--- config.mk ---
export PLATFORM = sky130hd
export DESIGN_NAME = evt_vector_table
export DESIGN_NICKNAME = d
export VERILOG_FILES = /design/src/verilog/evt_pkg.sv /design/src/verilog/evt_sync.sv /design/src/verilog/evt_vector_table.sv
export VERILOG_INCLUDE_DIRS = /design/src /design/src/verilog
export SDC_FILE = /design/constraint.sdc
export NUM_CORES = 1
export LEC_CHECK = 0
export BUFFER_PORTS_ARGS = -buffer_cell sky130_fd_sc_hd__buf_2
export CORE_ASPECT_RATIO = 2
export CORE_UTILIZATION = 40
export CTS_BUF_LIST = sky130_fd_sc_hd__clkbuf_4
export CTS_CLUSTER_SIZE = 30
export DETAILED_ROUTE_END_ITERATION = 6
export PLACE_DENSITY = 0.69
export SLEW_MARGIN = 10
export SYNTH_ARGS = -nofsm -noshare
export SYNTH_HDL_FRONTEND = slang
export SYNTH_HIERARCHICAL = 1
export SYNTH_SLANG_ARGS = --single-unit
--- constraint.sdc ---
create_clock -name clk_i -period 5.4 [get_ports clk_i]
set_clock_uncertainty 0.1 [all_clocks]
set_input_delay 0.54 -clock clk_i [delete_from_list [all_inputs] [get_ports clk_i]]
set_output_delay 0.54 -clock clk_i [all_outputs]
set_load 0.02 [all_outputs]
--- src/verilog/evt_map.svh ---
// Purpose: Constants for the exception and vector-table block.
// Assumes: 32-bit addresses, one 32-bit word per table entry.
// Notes: Included by its bare name.
`ifndef EVT_MAP_SVH
`define EVT_MAP_SVH
// ----------------------------------------------------------------------------
// Table layout
// ----------------------------------------------------------------------------
`define EVT_BASE_RESET 32'h0000_0000
`define EVT_BASE_MIN 32'h0000_0200
`define EVT_BASE_MAX 32'h3fff_fe00
`define EVT_BASE_ALIGN_MASK 32'h0000_01ff
`define EVT_IRQ_VEC_FIRST 8'h10
`define EVT_IRQ_OFFSET_FIRST 32'h0000_0040
// ----------------------------------------------------------------------------
// Vector numbers
// ----------------------------------------------------------------------------
`define EVT_VEC_STACK 8'h00
`define EVT_VEC_RESET 8'h01
`define EVT_VEC_NMI 8'h02
`define EVT_VEC_HARD 8'h03
`define EVT_VEC_BUS 8'h05
`define EVT_VEC_CORE_LAST 8'h0f
`define EVT_IRQ_PORT_Q 8'h7c
`define EVT_IRQ_PORT_R 8'h84
`define EVT_IRQ_PORT_S 8'h85
`define EVT_IRQ_RSV_LO 8'h7d
`define EVT_IRQ_RSV_HI 8'h83
// ----------------------------------------------------------------------------
// Peripheral select codes
// ----------------------------------------------------------------------------
`define EVT_SEL_DMA_LAST 3'h5
// ----------------------------------------------------------------------------
// Priorities
// ----------------------------------------------------------------------------
`define EVT_PRIO_RESET 4'hd
`define EVT_PRIO_NMI 4'he
`define EVT_PRIO_HARD 4'hf
`define EVT_PRIO_DEFAULT 4'h0
`endif

--- src/verilog/evt_pkg.sv ---
// Purpose: Types for the exception and vector-table block.
// Assumes: Nothing beyond the map header.
// Notes: Priorities are signed four-bit values.
package evt_pkg;
  typedef enum logic [1:0] {EVT_ST_RESET, EVT_ST_STACK, EVT_ST_VEC, EVT_ST_RUN} evt_state_e;
  typedef logic signed [3:0] evt_prio_t;
endpackage : evt_pkg

--- src/verilog/evt_sync.sv ---
// Purpose: Three-stage synchroniser with agreement of the last two stages.
// Assumes: Input is asynchronous to clk_i.
// Notes: The first stage is read only by the second.
`timescale 1ns/1ns
`default_nettype none
module evt_sync (
  input wire logic clk_i,    // System clock.
  input wire logic rst_n_i,  // Synchronous reset, active low.
  input wire logic async_i,  // Asynchronous level.
  output logic level_o       // Filtered level.
);
  logic s1_r;
  logic s2_r;
  logic s3_r;

  // A change is taken only once the second and third stages agree.
  always_ff @(posedge clk_i) begin
    if (!rst_n_i) begin
      s1_r <= 1'b0;
      s2_r <= 1'b0;
      s3_r <= 1'b0;
      level_o <= 1'b0;
    end else begin
      s1_r <= async_i;
      s2_r <= s1_r;
      s3_r <= s2_r;
      if (s2_r == s3_r) begin
        level_o <= s3_r;
      end
    end
  end
endmodule : evt_sync
`default_nettype wire

--- src/verilog/evt_vector_table.sv ---
// Purpose: Exception selection, vector-table base and handler fetch address.
// Assumes: Core fetch requests are on clk_i; fault pins other than the hard and precise faults are asynchronous.
// Notes: One table entry is one 32-bit word.
`timescale 1ns/1ns
`default_nettype none
`include "evt_map.svh"
module evt_vector_table (
  input wire logic clk_i,                // System clock, 20 MHz.
  input wire logic rst_n_i,              // Synchronous reset, active low.
  input wire logic vtor_wr_i,            // Table offset register write strobe.
  input wire logic vtor_priv_i,          // Write is privileged.
  input wire logic [31:0] vtor_wdata_i,  // New table base.
  input wire logic [133:0] irq_i,        // Peripheral interrupt levels.
  input wire logic hard_fault_i,         // Hard fault from the core.
  input wire logic precise_fault_i,      // Precise bus fault, synchronous.
  input wire logic clock_fail_i,         // Clock-fail detect, asynchronous.
  input wire logic expansion_err_i,      // Expansion block error, asynchronous.
  input wire logic host_pin_input_i,     // External NMI pin, asynchronous.
  input wire logic imprecise_fault_i,    // Imprecise access error, asynchronous.
  input wire logic ram_uncorr_i,         // Uncorrectable RAM error, asynchronous.
  input wire logic flash_uncorr_i,       // Uncorrectable flash error, asynchronous.
  input wire logic software_reset_request_i, // Software reset from the controller.
  input wire logic fetch_done_i,         // Core has taken the fetch address.
  input wire logic dma_master_i,         // Current peripheral access is by DMA.
  input wire logic [2:0] periph_sel_i,   // 0 crc,1-2 wdog,3 nmi wdog,4 can,5 i2c,6 other.
  output logic [31:0] fetch_addr_o,      // Byte address of the entry to fetch.
  output logic fetch_valid_o,            // Fetch address is valid.
  output logic stack_fetch_o,            // Current fetch is the stack pointer.
  output logic [7:0] vector_o,           // Vector being fetched.
  output logic signed [3:0] prio_o,      // Priority of that vector.
  output logic [31:0] vector_table_offset_reg_o, // Current base.
  output logic nonmaskable_event_o,      // NMI pending level.
  output logic bus_fault_o,              // Bus fault pending level.
  output logic [1:0] watchdog_reset_requests_o, // One request per watchdog.
  output logic nmi_watchdog_reset_request_o,    // NMI watchdog reset request.
  output logic periph_grant_o            // Peripheral access allowed.
);
  evt_pkg::evt_state_e state_r;
  logic [31:0] base_r;
  logic clk_fail_s;
  logic exp_err_s;
  logic pin_nmi_s;
  logic impr_s;
  logic ram_s;
  logic flash_s;
  logic nmi_cause;
  logic bus_cause;
  logic [7:0] vec_nxt;
  logic [7:0] vec_d;
  logic base_wr_ok;
  logic found;
  logic [7:0] irq_vec [0:133];

  // --------------------------------------------------------------------------
  // Input synchronisers
  // --------------------------------------------------------------------------
  evt_sync u_sync_cf (.clk_i(clk_i), .rst_n_i(rst_n_i), .async_i(clock_fail_i),
    .level_o(clk_fail_s));
  evt_sync u_sync_ex (.clk_i(clk_i), .rst_n_i(rst_n_i), .async_i(expansion_err_i),
    .level_o(exp_err_s));
  evt_sync u_sync_pn (.clk_i(clk_i), .rst_n_i(rst_n_i), .async_i(host_pin_input_i),
    .level_o(pin_nmi_s));
  evt_sync u_sync_im (.clk_i(clk_i), .rst_n_i(rst_n_i), .async_i(imprecise_fault_i),
    .level_o(impr_s));
  evt_sync u_sync_rm (.clk_i(clk_i), .rst_n_i(rst_n_i), .async_i(ram_uncorr_i),
    .level_o(ram_s));
  evt_sync u_sync_fl (.clk_i(clk_i), .rst_n_i(rst_n_i), .async_i(flash_uncorr_i),
    .level_o(flash_s));

  // --------------------------------------------------------------------------
  // Fault sources
  // --------------------------------------------------------------------------
  // The NMI watchdog timeout feeds back as an NMI cause.
  assign nmi_cause = clk_fail_s | exp_err_s | pin_nmi_s | nmi_watchdog_reset_request_o;
  assign bus_cause = precise_fault_i | impr_s | ram_s | flash_s;

  // Pending levels for NMI and bus fault.
  always_ff @(posedge clk_i) begin
    if (!rst_n_i) begin
      nonmaskable_event_o <= 1'b0;
      bus_fault_o <= 1'b0;
    end else begin
      nonmaskable_event_o <= nmi_cause;
      bus_fault_o <= bus_cause;
    end
  end

  // Watchdog reset paths; the NMI watchdog fires on a held NMI event.
  always_ff @(posedge clk_i) begin
    if (!rst_n_i) begin
      watchdog_reset_requests_o <= 2'h0;
      nmi_watchdog_reset_request_o <= 1'b0;
    end else begin
      watchdog_reset_requests_o <= {2{software_reset_request_i}};
      nmi_watchdog_reset_request_o <= nonmaskable_event_o & nmi_cause;
    end
  end

  // --------------------------------------------------------------------------
  // Table base
  // --------------------------------------------------------------------------
  // Unaligned or out-of-range writes are dropped so the base stays usable.
  assign base_wr_ok = vtor_wr_i && vtor_priv_i && vtor_wdata_i >= `EVT_BASE_MIN
                      && vtor_wdata_i <= `EVT_BASE_MAX
                      && (vtor_wdata_i & `EVT_BASE_ALIGN_MASK) == 32'h0;

  // Table base register.
  always_ff @(posedge clk_i) begin
    if (!rst_n_i) begin
      base_r <= `EVT_BASE_RESET;
    end else if (base_wr_ok) begin
      base_r <= vtor_wdata_i;
    end
  end
  assign vector_table_offset_reg_o = base_r;

  // --------------------------------------------------------------------------
  // Interrupt vector map
  // --------------------------------------------------------------------------
  // Each interrupt bit maps to its vector; reserved bits map to zero.
  for (genvar g = 0; g < 134; g++) begin : g_irq
    assign irq_vec[g] = (8'(g) >= `EVT_IRQ_RSV_LO && 8'(g) <= `EVT_IRQ_RSV_HI) ? 8'h00
                        : 8'(g) + `EVT_IRQ_VEC_FIRST;
  end

  // Highest-priority source: NMI, hard fault, bus fault, then lowest irq bit.
  always_comb begin
    vec_nxt = 8'h00;
    found = 1'b0;
    if (nonmaskable_event_o) begin
      vec_nxt = `EVT_VEC_NMI;
      found = 1'b1;
    end else if (hard_fault_i) begin
      vec_nxt = `EVT_VEC_HARD;
      found = 1'b1;
    end else if (bus_fault_o) begin
      vec_nxt = `EVT_VEC_BUS;
      found = 1'b1;
    end else begin
      for (int i = 133; i >= 0; i--) begin
        if (irq_i[i] && irq_vec[i] != 8'h00) begin
          vec_nxt = irq_vec[i];
          found = 1'b1;
        end
      end
    end
  end

  // --------------------------------------------------------------------------
  // Fetch sequencer
  // --------------------------------------------------------------------------
  // Reset always goes stack first, then the reset vector.
  always_ff @(posedge clk_i) begin
    if (!rst_n_i) begin
      state_r <= evt_pkg::EVT_ST_RESET;
      fetch_valid_o <= 1'b0;
      stack_fetch_o <= 1'b0;
    end else begin
      case (state_r)
        evt_pkg::EVT_ST_RESET: begin
          state_r <= evt_pkg::EVT_ST_STACK;
          fetch_valid_o <= 1'b1;
          stack_fetch_o <= 1'b1;
        end
        evt_pkg::EVT_ST_STACK: begin
          if (fetch_done_i) begin
            state_r <= evt_pkg::EVT_ST_VEC;
            stack_fetch_o <= 1'b0;
          end
        end
        evt_pkg::EVT_ST_VEC: begin
          if (fetch_done_i) begin
            state_r <= evt_pkg::EVT_ST_RUN;
            fetch_valid_o <= 1'b0;
          end
        end
        default: begin
          if (found && !fetch_valid_o) begin
            fetch_valid_o <= 1'b1;
          end else if (fetch_done_i) begin
            fetch_valid_o <= 1'b0;
          end
        end
      endcase
    end
  end

  // Next vector, worked out ahead so that address and priority register with it.
  always_comb begin
    vec_d = vector_o;
    case (state_r)
      evt_pkg::EVT_ST_RESET: begin
        vec_d = `EVT_VEC_STACK;
      end
      evt_pkg::EVT_ST_STACK: begin
        if (fetch_done_i) begin
          vec_d = `EVT_VEC_RESET;
        end
      end
      evt_pkg::EVT_ST_VEC: begin
        vec_d = vector_o;
      end
      default: begin
        if (found && !fetch_valid_o) begin
          vec_d = vec_nxt;
        end
      end
    endcase
  end

  // Vector, address and priority are registered together; the address also
  // follows a relocation at once, so it never points into a stale table.
  always_ff @(posedge clk_i) begin
    if (!rst_n_i) begin
      vector_o <= `EVT_VEC_STACK;
      fetch_addr_o <= `EVT_BASE_RESET;
      prio_o <= `EVT_PRIO_DEFAULT;
    end else begin
      vector_o <= vec_d;
      fetch_addr_o <= (base_wr_ok ? vtor_wdata_i : base_r) + {22'h0, vec_d, 2'b00};
      case (vec_d)
        `EVT_VEC_RESET: prio_o <= `EVT_PRIO_RESET;
        `EVT_VEC_NMI: prio_o <= `EVT_PRIO_NMI;
        `EVT_VEC_HARD: prio_o <= `EVT_PRIO_HARD;
        default: prio_o <= `EVT_PRIO_DEFAULT;
      endcase
    end
  end

  // --------------------------------------------------------------------------
  // Peripheral access filter
  // --------------------------------------------------------------------------
  always_ff @(posedge clk_i) begin
    if (!rst_n_i) begin
      periph_grant_o <= 1'b0;
    end else begin
      periph_grant_o <= !(dma_master_i && periph_sel_i <= `EVT_SEL_DMA_LAST);
    end
  end

  // --------------------------------------------------------------------------
  // Checks
  // --------------------------------------------------------------------------
  stack_first_a: assert property (@(posedge clk_i) disable iff (!rst_n_i)
    $rose(fetch_valid_o) && $past(state_r) == evt_pkg::EVT_ST_RESET |-> stack_fetch_o)
    else $error("Stack pointer not fetched first.");
  base_reset_a: assert property (@(posedge clk_i)
    !rst_n_i |=> base_r == `EVT_BASE_RESET) else $error("Base not zero after reset.");
  base_guard_a: assert property (@(posedge clk_i) disable iff (!rst_n_i)
    vtor_wr_i && !vtor_priv_i |=> $stable(base_r)) else $error("Unprivileged base write.");
  addr_form_a: assert property (@(posedge clk_i) disable iff (!rst_n_i)
    fetch_addr_o[1:0] == 2'b00 && fetch_addr_o - base_r == {22'h0, vector_o, 2'b00})
    else $error("Fetch address wrong.");
  nmi_prio_a: assert property (@(posedge clk_i) disable iff (!rst_n_i)
    vector_o == `EVT_VEC_NMI |-> prio_o == `EVT_PRIO_NMI) else $error("NMI priority wrong.");
  nmi_src_a: assert property (@(posedge clk_i) disable iff (!rst_n_i)
    nmi_cause |=> nonmaskable_event_o) else $error("NMI not raised.");
  wdog_rst_a: assert property (@(posedge clk_i) disable iff (!rst_n_i)
    software_reset_request_i |=> watchdog_reset_requests_o == 2'h3)
    else $error("Watchdog reset lines not driven.");
  dma_deny_a: assert property (@(posedge clk_i) disable iff (!rst_n_i)
    dma_master_i && periph_sel_i == 3'h0 |=> !periph_grant_o) else $error("DMA reached CRC.");
  port_q_a: assert property (@(posedge clk_i) disable iff (!rst_n_i)
    irq_vec[`EVT_IRQ_PORT_Q] == 8'h8c && irq_vec[`EVT_IRQ_PORT_R] == 8'h94)
    else $error("Port vectors wrong.");
  boot_c: cover property (@(posedge clk_i) state_r == evt_pkg::EVT_ST_RUN);
  reloc_c: cover property (@(posedge clk_i) base_r != `EVT_BASE_RESET);
  nmi_c: cover property (@(posedge clk_i) fetch_valid_o && vector_o == `EVT_VEC_NMI);
endmodule : evt_vector_table
`default_nettype wire

==> results.json <==
{
  "crit_fanout": 6,
  "worst_pin_slew_ps": 922,
  "viasPerCell": 5.43,
  "fin_util": 0.528,
  "dr.pass1.iters": 4,
  "ir_drop_uv": 157,
  "worst_hold_path_type": "in2reg",
  "overflow": 0,
  "grt_util_all_layers": 0.247,
  "routed-via-count": 6868,
  "postCtsResizedCells": 0,
  "cp-start-kind": "input pin",
  "synthArstFlopShare": 0,
  "grt_pass1_wl_mm": 31.5,
  "start_util": 0.409,
  "crit_buf_inv": 2,
  "syn_nets": 980,
  "cts_root_buf": "clkbuf_4",
  "synthDistinctLibCells": 77,
  "synth_top_area_cell": "dfxtp_1",
  "io_buffers": 259,
  "numCtsBuffers": 9,
  "critPathRequiredTime_ps": 5630,
  "synth_edf_count": 0,
  "path_clk_slew_ps": 160,
  "slowest_delay_ps": 590,
  "ctsLongestPathBuffers": 2,
  "drive_above_1_share": 0.325,
  "area_delta_synth_final_pct": 29.2,
  "setup_viol": 0,
  "rsz0062_at_grt": "no",
  "htreeDepth": 3,
  "postCtsHoldBufs": 0,
  "ys_ff_latch": 106,
  "grt_pass1_vias": 6763,
  "synth.area.top_cells": "dfxtp_1, nor2_1, nor4_1",
  "synth_top_area_share": 0.340,
  "drc": 0,
  "hold_viol": 0,
  "synthesis.area_mm2": 0.00625,
  "io_pins": 268,
  "worstSkewPairLatency_ps": 480,
  "ys.flop_type": "dfxtp_1",
  "fin_nets": 1259,
  "slew_violations": 0,
  "timing.slew.headroom": 0.377,
  "core_area_mm2": 0.0153,
  "p_leak_nw": 3.78,
  "tritoncts": "built",
  "critPathCaptureType": "flop",
  "wire_per_inst_um": 15.9,
  "ys.warnings.count": 6,
  "path_cells": "buf_2 > or4_1 > or4_4 > nor4_4 > a41o_2 > and2_2 > o21ai_0 > o31ai_1 > o211ai_1 > nand2_1 > ha_1 > inv_1 > fa_1 > nor2b_1 > o21ai_0 > nand2b_1 > a21oi_1 > nand2b_1 > o41ai_2 > a31oi_2 > nor3b_1 > xor2_1 > nor2_1",
  "num_rows": 64,
  "synth_most_common_cell": "nor2_1",
  "grt_max_degree": 60,
  "synth_seq_area_share": 0.340,
  "antenna_found_initial": 1,
  "critPathKind": "in2reg",
  "fin_crit_sh": 0.898,
  "slowest_stage": "or4_4",
  "powerDensity_mw_per_mm2": 205,
  "synth_common_cells": "nor2_1, dfxtp_1, a21oi_1, nand2_1, nor4_1",
  "gp_congestion": 0.895,
  "final.fill_count": 1539,
  "dp_hpwl_mm": 16.5,
  "postSynthAreaPerCell_um2": 7.98,
  "arrival_ps": 5080,
  "wl_mm": 20.1,
  "maxCapViolations": 0,
  "status": "completed",
  "max_freq_mhz": 206,
  "die_width_um": 90.4,
  "die_area_mm2": 0.0162,
  "die_h_um": 179,
  "drtIter0Drc": 184,
  "fin_tns_setup_ps": 0,
  "ant_nets": 0,
  "clock-sinks": 106,
  "synthesis.instances": 783,
  "min_period_ps": 4850,
  "crit_family": "simple AND/OR/NAND/NOR gates",
  "post-cts-setup-buffer-count": 0
}
power by group:
| group | switching (W) | total, W | internal, W | leakage (nW) |
|---|---|---|---|---|
| Combinational | 0.000243 | 0.000410 | 0.000166 | 2.84 |
| Sequential | 0.0000255 | 0.000840 | 0.000815 | 0.859 |
| Clock | 0.000262 | 0.000408 | 0.000146 | 0.0787 |
| Total | 0.000531 | 0.00166 | 0.00113 | 3.78 |
worst reg2reg max path: cells and delay by family (launching register included):
family / cells / cell delay [ps]
AOI/OAI and AO/OA: 8 / 1160
adders and majority gates: 2 / 540
buffers and inverters: 1 / 50
and+or+nand+nor: 10 / 1770
xor gates and xnor gates: 1 / 170
DFF: 1 / 400
placed cells by master (no fill, tap or decap), types with 14 or more instances in the layout:
| cell type | instances |
|---|---|
| xnor2_1 | 15 |
| mux2i_1 | 21 |
| buf_4 | 29 |
| nor2_1 | 122 |
| nor3_1 | 36 |
| a21oi_1 | 46 |
| nand2_1 | 44 |
| buf_2 | 259 |
| o21ai_0 | 29 |
| and3_1 | 15 |
| inv_1 | 38 |
| and2_1 | 33 |
| nor4_1 | 43 |
| nand3_1 | 14 |
| dfxtp_1 | 106 |
worst paths after layout:
path	cells past startpoint	slack, ps	to	from
worst max-delay path	23	550	fetch_addr_o[22]	irq_i[103]
worst min-delay path	2	120	periph_grant_o	dma_master_i
worst max register to register	22	1050	fetch_addr_o[22]	nonmaskable_event_o
worst min register to register	1	350	u_sync_cf/s2_r	u_sync_cf/s1_r
layer usage:
metal	vias up	part of all wire	GRT usage
li1	3424	-	-
met1	3167	0.34	0.228
met2	218	0.56	0.496
met3	59	0.041	0.0365
met4	0	0.052	0.155
met5	-	0	0
final cells by class:
class                      instances  area [µm²]  area share
antenna                            1        2.50    0.000310
clock buffer                       9        67.6     0.00837
clock inverter                     6        72.6     0.00899
inverter                          40         153      0.0189
multi-input combinational        616        3880       0.480
sequential                       106        2120       0.263
tap                              198         248      0.0307
timing repair buffer             289        1530       0.190
state kept, by name, summed over array words and instances, names as in the netlist, 2 cells and up:
signal	flops
vector_o	8
vector_table_offset_reg_o	32
state_r	2
fetch_addr_o	30
prio_o	3
metrics by stage:
stage | power (W) | hold WS, ps | cell area (µm²) | setup WS, ps | std cells
final | 0.00166 | 122 | 8080 | 549 | 1265
after global routing | 0.00176 | 62.8 | 8080 | 225 | 1265
after CTS | 0.00168 | 67.5 | 8070 | 549 | 1264
after detailed placement | 0.00127 | 319 | 7930 | 39.4 | 1249
after global placement | 0.00126 | 315 | 7930 | 77.4 | 1249
after floorplan | 0.00108 | 312 | 6250 | 399 | 783
cells by family after synthesis:
kind of cell,count (synthesis),share of synthesized area
muxes,25,0.0408
buffers and inverters,61,0.0419
and+or+nand+nor,378,0.319
DFF,106,0.340
adders and majority gates,14,0.0288
xor gates and xnor gates,27,0.0378
AOI/OAI and AO/OA,172,0.192
No activity file was read; power rests on OpenSTA's default activity.
